--- config.mk ---
export PLATFORM = sky130hd
export DESIGN_NAME = octal_dac_serial_command_decoder
export DESIGN_NICKNAME = d
export VERILOG_FILES = /design/src/octal_dac_serial_command_decoder.v /design/src/in_sync.v
export VERILOG_INCLUDE_DIRS = /design/src
export SDC_FILE = /design/constraint.sdc
export NUM_CORES = 1
export LEC_CHECK = 0
export ABC_AREA = 1
export BUFFER_PORTS_ARGS = -buffer_cell sky130_fd_sc_hd__buf_2
export CORE_UTILIZATION = 40
export DETAILED_ROUTE_END_ITERATION = 8
export GPL_TIMING_DRIVEN = 0
export PLACE_DENSITY_LB_ADDON = 0.2
export SETUP_SLACK_MARGIN = 0.1
export SYNTH_ARGS = -nofsm -noshare
export SYNTH_HDL_FRONTEND = slang
export SYNTH_SLANG_ARGS = --single-unit
--- constraint.sdc ---
create_clock -name clk -period 1.9 [get_ports clk]
set_clock_uncertainty 0.1 [all_clocks]
set_input_delay 0.285 -clock clk [delete_from_list [all_inputs] [get_ports clk]]
set_output_delay 0.285 -clock clk [all_outputs]
set_load 0.1 [all_outputs]
--- src/dac_cmd_defines.vh ---
// Constants for the octal DAC serial command decoder
`ifndef DAC_CMD_DEFINES_VH
`define DAC_CMD_DEFINES_VH

// ----------------------------------------
// Command word layout
// ----------------------------------------
`define WORD_BITS 16
`define SEL_MSB 13
`define SEL_LSB 11
`define CMD_MSB 10
`define CMD_LSB 8
`define PAY_MSB 7
`define PAY_LSB 0

// ----------------------------------------
// Command codes
// ----------------------------------------
`define CMD_NOP 3'h0
`define CMD_CLEAR 3'h1
`define CMD_SHUTDOWN 3'h2
`define CMD_PHASE 3'h3
`define CMD_LOAD_ALL 3'h4
`define CMD_LOAD_IN 3'h5
`define CMD_LOAD_BOTH 3'h6
`define CMD_SW_UPDATE 3'h7

// ----------------------------------------
// Reset values and phase codes
// ----------------------------------------
`define CODE_ZERO 8'h00
`define BUF_ALL_ON 8'hFF
`define PHASE_FALL 1'b0
`define PHASE_RISE 1'b1
`define WORD_ZERO 16'h0000

`endif

--- src/octal_dac_serial_command_decoder.v ---
// Serial command decoder for an eight-channel 8-bit DAC
// What this block does
// - 16-bit word: 2 ignored, select, command, payload
// - Command 000 only shifts, changes nothing
// - Command 001 zeroes all input and DAC registers
// - Command 010 shutdown; zero bits disable buffers
// - Leave shutdown on reset, clear, 100, 110
// - 011 with select high 0: falling phase, update
// - 011 with select high 1: rising phase latched
// - Rising phase command also copies input to DAC
// - Reset phase is falling edge
// - Command 100 loads payload into all DACs
// - Command 101 loads selected input register only
// - Command 110 loads selected input and DAC
// - Command 111 copies all input registers to DAC
// - Execute on chip select rising edge
// - Sample data on rising clock while selected
// - Serial out lags 16 or 16.5 cycles, driven
// - Load strobe low makes DAC follow input
`timescale 1ns/1ps
`include "dac_cmd_defines.vh"

module octal_dac_serial_command_decoder (
    // Clock and reset
    input wire clk,
    input wire rst,
    // Serial link pins from host
    input wire sclk,
    input wire cs_n,
    input wire din,
    input wire load_strobe_pin_n,
    // Serial output, always driven
    output reg dout_ff,
    // DAC codes, channel one in low byte
    output reg [63:0] dac_code_ff,
    // Output buffer enables, one per channel
    output reg [7:0] buf_en_ff,
    // Current serial output phase, 1 = rising
    output reg phase_ff,
    // Shutdown state
    output reg shutdown_ff
);

    // ----------------------------------------
    // Declarations
    // ----------------------------------------
    wire sclk_s; // Synchronised serial clock
    wire cs_n_s; // Synchronised chip select
    wire din_s; // Synchronised data
    wire load_strobe_pin_n_s; // Synchronised load strobe
    reg sclk_d_ff; // Previous serial clock level
    reg cs_n_d_ff; // Previous chip select level
    reg [15:0] shift_ff; // Input shift register
    reg [15:0] nxt_shift;
    reg [63:0] in_reg_ff; // Eight input registers
    reg [63:0] nxt_in_reg;
    reg [63:0] nxt_dac_code;
    reg [7:0] nxt_buf_en;
    reg nxt_phase;
    reg nxt_shutdown;
    reg nxt_dout;
    reg out_bit_ff; // Outgoing bit kept from rise to falling edge
    reg nxt_out_bit;
    reg [2:0] cmd; // Decoded command field
    reg [2:0] sel; // Decoded channel select
    reg [7:0] pay; // Decoded payload
    wire sclk_rise;
    wire sclk_fall;
    wire cs_rise;

    // Channel select to one-hot mask, used for input and DAC writes
    function [7:0] chan_mask;
        input [2:0] s;
        begin
            chan_mask = 8'h01 << s;
        end
    endfunction

    // Replace one byte lane of a packed 64-bit bank
    function [63:0] put_byte;
        input [63:0] bank;
        input [2:0] s;
        input [7:0] val;
        integer k;
        begin
            put_byte = bank;
            for (k = 0; k < 8; k = k + 1) begin
                if (chan_mask(s) == (8'h01 << k))
                    put_byte[k*8 +: 8] = val;
            end
        end
    endfunction

    // ----------------------------------------
    // Input synchronisers
    // ----------------------------------------
    in_sync u_sync_sclk (
        .clk(clk),
        .rst(rst),
        .async_in(sclk),
        .sync_out_ff(sclk_s)
    );
    in_sync u_sync_cs (
        .clk(clk),
        .rst(rst),
        .async_in(cs_n),
        .sync_out_ff(cs_n_s)
    );
    in_sync u_sync_din (
        .clk(clk),
        .rst(rst),
        .async_in(din),
        .sync_out_ff(din_s)
    );
    in_sync u_sync_load_strobe_pin (
        .clk(clk),
        .rst(rst),
        .async_in(load_strobe_pin_n),
        .sync_out_ff(load_strobe_pin_n_s)
    );

    // ----------------------------------------
    // Edge detection on synchronised levels
    // ----------------------------------------
    // Chip select delayed with data so the last bit is seen first
    assign sclk_rise = sclk_s & ~sclk_d_ff;
    assign sclk_fall = ~sclk_s & sclk_d_ff;
    assign cs_rise = cs_n_s & ~cs_n_d_ff;

    // ----------------------------------------
    // Next-state logic
    // ----------------------------------------
    always @* begin
        nxt_shift = shift_ff;
        nxt_in_reg = in_reg_ff;
        nxt_dac_code = dac_code_ff;
        nxt_buf_en = buf_en_ff;
        nxt_phase = phase_ff;
        nxt_shutdown = shutdown_ff;
        nxt_dout = dout_ff;
        nxt_out_bit = out_bit_ff;
        // Field split, MSB first, top two bits ignored
        sel = shift_ff[`SEL_MSB:`SEL_LSB];
        cmd = shift_ff[`CMD_MSB:`CMD_LSB];
        pay = shift_ff[`PAY_MSB:`PAY_LSB];
        // Shift only while selected
        if (!cs_n_s && sclk_rise) begin
            nxt_shift = {shift_ff[14:0], din_s};
            // Bit 15 before the shift, kept for the falling edge
            nxt_out_bit = shift_ff[15];
        end
        // Bit 15 leaves on chosen edge; held while deselected
        // Rising phase: at the shift edge gives 16 cycles lag
        // Falling phase: the kept bit half a cycle later, 16.5;
        // reading bit 15 after the shift would lag only 15.5
        if (!cs_n_s) begin
            if (phase_ff == `PHASE_RISE && sclk_rise)
                nxt_dout = shift_ff[15];
            else if (phase_ff == `PHASE_FALL && sclk_fall)
                nxt_dout = out_bit_ff;
        end
        // Execute only on chip select rising edge
        if (cs_rise) begin
            case (cmd)
                `CMD_NOP: begin
                    // Pass-through only
                end
                `CMD_CLEAR: begin
                    nxt_in_reg = {8{`CODE_ZERO}};
                    nxt_dac_code = {8{`CODE_ZERO}};
                    nxt_shutdown = 1'b0;
                    nxt_buf_en = `BUF_ALL_ON;
                end
                `CMD_SHUTDOWN: begin
                    nxt_shutdown = 1'b1;
                    nxt_buf_en = pay;
                end
                `CMD_PHASE: begin
                    // Select high bit picks phase
                    nxt_phase = sel[2] ? `PHASE_RISE : `PHASE_FALL;
                    nxt_dac_code = in_reg_ff;
                end
                `CMD_LOAD_ALL: begin
                    nxt_dac_code = {8{pay}};
                    nxt_shutdown = 1'b0;
                    nxt_buf_en = `BUF_ALL_ON;
                end
                `CMD_LOAD_IN: begin
                    nxt_in_reg = put_byte(in_reg_ff, sel, pay);
                end
                `CMD_LOAD_BOTH: begin
                    nxt_in_reg = put_byte(in_reg_ff, sel, pay);
                    nxt_dac_code = put_byte(dac_code_ff, sel, pay);
                    nxt_shutdown = 1'b0;
                    nxt_buf_en = `BUF_ALL_ON;
                end
                `CMD_SW_UPDATE: begin
                    nxt_dac_code = in_reg_ff;
                end
                default: begin
                    nxt_shift = nxt_shift;
                end
            endcase
        end
        // Transparent DAC while strobe low, after any input write
        // Follows new input values the same edge
        if (!load_strobe_pin_n_s) begin
            nxt_dac_code = nxt_in_reg;
        end
    end

    // ----------------------------------------
    // State registers
    // ----------------------------------------
    // Power-on state: codes zero, buffers on, falling phase
    always @(posedge clk) begin
        if (rst) begin
            // High like the synchroniser, so no rise follows reset
            sclk_d_ff <= 1'b1;
            cs_n_d_ff <= 1'b1;
            shift_ff <= `WORD_ZERO;
            in_reg_ff <= {8{`CODE_ZERO}};
            dac_code_ff <= {8{`CODE_ZERO}};
            buf_en_ff <= `BUF_ALL_ON;
            phase_ff <= `PHASE_FALL;
            shutdown_ff <= 1'b0;
            dout_ff <= 1'b0;
            out_bit_ff <= 1'b0;
        end else begin
            sclk_d_ff <= sclk_s;
            cs_n_d_ff <= cs_n_s;
            shift_ff <= nxt_shift;
            in_reg_ff <= nxt_in_reg;
            dac_code_ff <= nxt_dac_code;
            buf_en_ff <= nxt_buf_en;
            phase_ff <= nxt_phase;
            shutdown_ff <= nxt_shutdown;
            dout_ff <= nxt_dout;
            out_bit_ff <= nxt_out_bit;
        end
    end

endmodule // octal_dac_serial_command_decoder

--- src/in_sync.v ---
// Two-flop synchroniser for one asynchronous input
`timescale 1ns/1ps

module in_sync (
    // Clock and reset
    input wire clk,
    input wire rst,
    // Asynchronous level in, synchronised level out
    input wire async_in,
    output reg sync_out_ff
);

    reg meta_ff; // First stage, read only by second stage

    // ----------------------------------------
    // Two stages
    // ----------------------------------------
    // Reset to high: select and strobe idle high, so no false
    // select or load pulse follows reset; edge detectors match it
    always @(posedge clk) begin
        if (rst) begin
            meta_ff <= 1'b1;
            sync_out_ff <= 1'b1;
        end else begin
            meta_ff <= async_in;
            sync_out_ff <= meta_ff;
        end
    end

endmodule // in_sync

# [After elaboration in Yosys (flattened, before gate mapping)]
# Index checks and enable logic that the tools add are counted.
[totals] reg_bits=166 input_bits=6 out_inout_bits=75 elab_cells=105
[classes] n_eq_ne=25 shifts=1 n_mux=26 n_bitwise=8 n_reduce_logical=20
[op_table] operator="one-hot mux 64 bit (4 select lines)" n=1
[op_table] operator="two-way mux 64 bit" n=3
[op_table] operator="two-way mux 8 bit" n=16
[op_table] operator="one-hot mux 64 bit (2 select lines)" n=1
[op_table] operator="inequality test 3 bit, second input constant" n=8
[op_table] operator="AND reduction 3 bit" n=8
[op_table] operator="one-hot mux 8 bit (2 select lines)" n=1
[op_table] operator="equality test 3 bit, second input constant" n=4
[op_table] operator="equality test 8 x 1 -> 1 bit, second input constant" n=1
[op_table] operator="equality test 8 x 2 -> 1 bit, second input constant" n=1
[op_table] operator="equality test 8 x 3 -> 1 bit, second input constant" n=1
[op_table] operator="equality test 8 x 4 -> 1 bit, second input constant" n=1
[op_table] operator="equality test 8 x 5 -> 1 bit, second input constant" n=1
[op_table] operator="equality test 8 x 6 -> 1 bit, second input constant" n=1
[op_table] operator="equality test 8 x 7 -> 1 bit, second input constant" n=1
[op_table] operator="equality test 8 bit, second input constant" n=1
[op_table] operator="left shift 1 x 3 -> 8 bit, first input constant" n=1
[op_table] operator="equality test 3 x 2 -> 1 bit, second input constant" n=2
[op_table] operator="AND reduction 2 bit" n=3
[op_table] operator="inequality test 5 bit, second input constant" n=1
[op_table] operator="inverter 1 bit" n=5
[op_table] operator="nonzero test 2 bit" n=2
[op_table] operator="OR reduction 2 bit" n=2
[op_table] operator="AND 1 bit" n=3
[op_table] operator="7 further kinds" n=11

# [Longest topological paths before layout]
[depth] ltp_word=6 mapped_depth=10 ltp_nobuf=8

# [Hierarchy]
# A second synthesis with hierarchy kept.
[unflattened] cells_unflattened=1374 hier_area_um2=8642.0
[modules_own_cells] mod="octal_dac_serial_command_decoder" instances=1 cells_per_inst=1346 area_per_inst_um2=8406.8 seq_area_each_um2=3163.0
[modules_own_cells] mod="in_sync" instances=4 cells_per_inst=7 area_per_inst_um2=58.8 seq_area_each_um2=40.0

# [Worst setup path after synthesis]
# No wires, ideal clock.
[synth_timing] path_type="register to register" startpoint="reg phase_ff" endpoint="reg dout_ff" setup_ps=119 t_arrival_ps=1519 t_required_ps=1681 slack_ps=162 path_stages_with_launch=6 path_buffers=0 synth_period_minus_slack_ps=1738 cell_sequence="dfxtp_1 nand3_1 nand2_1 nand2_1 o21ai_0 nor2_1"
[synth_between] elab_chain_len=4 word_cells_on_any_way=6 classes_between="mux: 1; bitwise: 1; reduce/logical: 4"
[synth_rtl] item="start, declared" line_no="octal_dac_serial_command_decoder.v:39" text="output reg phase_ff,"
[synth_rtl] item="start signal, assigned" line_no="octal_dac_serial_command_decoder.v:225" text="phase_ff <= `PHASE_FALL;"
[synth_rtl] item="start signal, assigned" line_no="octal_dac_serial_command_decoder.v:236" text="phase_ff <= nxt_phase;"
[synth_rtl] item="inverter 1 bit (no source line)"
[synth_rtl] item="logical AND 1 bit" line_no="octal_dac_serial_command_decoder.v:159" text="else if (phase_ff == `PHASE_FALL && sclk_fall)"
[synth_rtl] item="nonzero test 2 bit (no source line)"
[synth_rtl] item="AND reduction 2 bit (no source line)"
[synth_rtl] item="end signal, assigned" line_no="octal_dac_serial_command_decoder.v:238" text="dout_ff <= nxt_dout;"
[synth_rtl] item="end, declared" line_no="octal_dac_serial_command_decoder.v:33" text="output reg dout_ff,"
# Parallel ways exist; a longest one is shown, timed or not.
# A chain may end at the register's enable or synchronous reset.

# [Final worst setup path]
[layout_timing] startpoint="reg shift_ff[13]" endpoint="reg dac_code_ff[15]"
[layout_between] elab_chain_len=6 word_cells_on_any_way=8 classes_between="eq/ne: 2; shift: 1; mux: 4; reduce/logical: 1"
[layout_rtl] item="start, declared" line_no="octal_dac_serial_command_decoder.v:53" text="reg [15:0] shift_ff;"
[layout_rtl] item="start signal, assigned" line_no="octal_dac_serial_command_decoder.v:221" text="shift_ff <= `WORD_ZERO;"
[layout_rtl] item="start signal, assigned" line_no="octal_dac_serial_command_decoder.v:232" text="shift_ff <= nxt_shift;"
[layout_rtl] item="left shift 1 x 3 -> 8 bit *" line_no="octal_dac_serial_command_decoder.v:75" text="chan_mask = 8'h01 << s;"
[layout_rtl] item="equality test 8 x 2 -> 1 bit *" line_no="octal_dac_serial_command_decoder.v:88" text="if (chan_mask(s) == (8'h01 << k))"
[layout_rtl] item="two-way mux 8 bit" line_no="octal_dac_serial_command_decoder.v:88"
[layout_rtl] item="one-hot mux 64 bit (2 select lines)" line_no="octal_dac_serial_command_decoder.v:164" text="case (cmd)"
[layout_rtl] item="two-way mux 64 bit" line_no="octal_dac_serial_command_decoder.v:163" text="if (cs_rise) begin"
[layout_rtl] item="two-way mux 64 bit" line_no="octal_dac_serial_command_decoder.v:207" text="if (!load_strobe_pin_n_s) begin"
[layout_rtl] item="end signal, assigned" line_no="octal_dac_serial_command_decoder.v:223" text="dac_code_ff <= {8{`CODE_ZERO}};"
[layout_rtl] item="end signal, assigned" line_no="octal_dac_serial_command_decoder.v:234" text="dac_code_ff <= nxt_dac_code;"
[layout_rtl] item="end, declared" line_no="octal_dac_serial_command_decoder.v:35" text="output reg [63:0] dac_code_ff,"
# Every way passes the cells marked *; elsewhere a longest branch is shown, timed or not.

==> summary.md <==
| Metric | Value |
|---|---|
| Status | complete, no violations |
| Clock buffer count from CTS | 17 |
| CP required | approximately 2.2 ns |
| Startpoint Class | flop |
| Warning count from the yosys run | 0 |
| Synthesized area per cell | 6.34 sq um |
| Post-synthesis register bit count | around 170 |
| Busiest grt layer | met2 |
| Mapped Nets | approximately 1400 |
| Placement Setup Slack | -0.348 ns |
| Post-layout min period | 1.75 ns |
| Crit path max fanout | 8 |
| CP startpoint | shift_ff[13] |
| Setup tns final | 0 ns |
| Worst min path class | flop to flop |
| Most common cell after layout, fill and taps aside | nand2_1 |
| Pwr Density | roughly 720 nW/um^2 |
| Most frequent cells in the layout | nand2_1 (463), a21oi_1 (204), dfxtp_1 (162) |
| Clk_lat worst skew | ~0.44 ns |
| Fmax achieved | approximately 570 MHz |
| Die area | 22200 sq um |
| Placement Cell Area | between 9000 and 10000 sq um |
| Worst slew margin | about 51% |
| Initial DRC Count | 874 |
| Root buffer cell | clkbuf_16 |
| Final Hold Slack | 0.304 ns |
| R2R setup slack | 0.15 ns |
| Seq/Total Area, Yosys | 38.4% |
| Die height | 149 um |
| DR DRC count | 0 |
| Wire length per cell | 16.6 um |
| GRT met3 Usage | a little under 4% |
| Clock slew at reported path FFs | approximately 0.08 ns |
| Final setup vio count | 0 |
| N_diodes | 0 |
| Crit end category | flop |
| Post-Route Utilization | 49.4% |
| CTS tree | yes |
| Cell Area, Synth | 8650 sq um |
| Fin crit share | 92.1% |
| Nets@finish | around 1500 |
| Mapped Cells | 1363 |
| Worst path arrival time | just over 2 ns |
| Via Count | about 9300 |
| Initial Utilization | approximately 41% |
| Vias in the first global route | roughly 8400 |
| Routed Antenna Nets | 0 |
| LEAKAGE | around 0.0050 uW |
| CTS Sinks | 166 |
| # IOs | 81 |
| Congestion Overflow GR | 0 |
| Via density | ~5.2 |
| Post-synth cell types | 23 |
| Met1 usage | around 34% |
| Row count | 53 |
| Maximum vdd ir drop | between 500 and 600 uV |
| Met2 GRT Util | a little over two fifths |
| Gr usage total | 26.7% |
| Final number of max-transition violations | 0 |
| Hold Vio Cnt, Final | 0 |
| Largest net degree at the start of global routing | 18 |
| Routability cong. | around 0.95 |
| TritonRoute pass-1 iters | 6 |
| Area delta synth->final | 20.6% |
| Die width | roughly 150 um |
| Hold Startpoint | u_sync_cs.meta_ff |
| Share of cells above drive strength 1 | between 10% and 20% |
| FILL cells | 2209 |
| PortBufs | 79 |
| CTS Buffer Depth | 2 |
| Drt total wl | a little under 30000 um |
| Initial antenna violation count | 0 |
| HPWL after detailed placement | between 15000 and 20000 um |
| First-pass GRT wire length | approximately 45000 um |
| WS Path Type | flop to flop |
| Final Instance Area | ~10000 sq um |
| H-tree levels | 4 |
| Core area | 21100 sq um |
| Setup WS post-layout | 0.150 ns |
| Worst r2r src | shift_ff[13] |
| Max-Cap Viols | 0 |
| Worst-Margin Slew | roughly 0.74 ns |
| RSZ-0062 raised after global routing | true |
[cell families after synthesis]
| logic type | synth area share (%) |
|---|---|
| flip-flops | 38.4 |
| buffers and inverters | 10.6 |
| AND/OR/NAND/NOR | 34.0 |
| AO/OA/AOI/OAI | 17.0 |
[what timing repair did]
action | in CTS | in global routing
pin swaps | 0 | 8
gates resized for setup | 44 | 63
setup endpoints to repair | 125 | 91
setup buffers | 4 | 11
endpoints found under the hold margin | 4 | 0
hold buffers | 4 | 0
[Yosys cell counts]
master / number / area share (%)
a21oi_1: 207 / 12
a21oi_2: 11 / 1.1
a21oi_4: 1 / 0.19
buf_2: 20 / 1.2
buf_4: 13 / 1.1
buf_6: 10 / 1.3
clkbuf_1: 35 / 1.5
clkinv_1: 3 / 0.13
dfxtp_1: 166 / 38
inv_1: 118 / 5.1
inv_2: 5 / 0.22
nand2_1: 473 / 21
nand2_2: 13 / 0.94
nand2_4: 2 / 0.26
nand3_1: 112 / 6.5
nand3_2: 5 / 0.58
nand4_1: 1 / 0.072
nand4_4: 1 / 0.25
nor2_1: 93 / 4.0
nor2_4: 2 / 0.26
o21ai_0: 63 / 3.6
o21ai_1: 1 / 0.058
or2_2: 8 / 0.58
[sequential cells by signal, indices dropped and copies added (netlist names), 8 cells and up]
register / count
in_reg_ff: 64
buf_en_ff: 8
shift_ff: 16
dac_code_ff: 64
[metrics by stage]
step	power, uW	cells
floorplan	4030	1363
global placement	4160	1717
detailed placement	4160	1717
CTS	7540	1757
global route	7720	1768
finish	7510	1768
[path summary, 6_finish.rpt]
check,depth (start not counted),to
min,1,u_sync_cs.sync_out_ff
min reg2reg,1,u_sync_cs.sync_out_ff
max,9,dac_code_ff[15]
max reg2reg,9,dac_code_ff[15]
[metal layers]
metal  up-vias  share of wire [%]
li1       4575                  -
met1      4220                 43
met2       401                 45
met3        80                7.4
met4         0                4.2
met5         -                  0
[report_power, final]
part           internal (uW)  switching [uW]  leakage, uW
Combinational            114             461      0.00336
Clock                   1730            1670     0.000265
Sequential              3520            23.8      0.00134
[area by class of cell]
cell class / instances / area (sq um) / share of cell area [%]
clock inverters: 15 / 136 / 1.31
well taps: 275 / 344 / 3.30
multi-input cells: 993 / 4610 / 44.2
clock buffers: 17 / 425 / 4.08
repair buffers: 98 / 573 / 5.50
inverters: 126 / 494 / 4.74
plain buffers: 78 / 515 / 4.94
flip-flops and latches: 166 / 3330 / 31.9
[worst max-delay path, stage by stage (launching register included)]
cell	delay [ns]
dfxtp_1	0.33
buf_6	0.16
clkinvlp_4	0.22
nand3_4	0.17
clkinvlp_4	0.19
nand2_1	0.10
nand3_1	0.10
nand2_1	0.09
nand2_1	0.08
a21oi_2	0.13
Power figures use the tool's default switching activity.
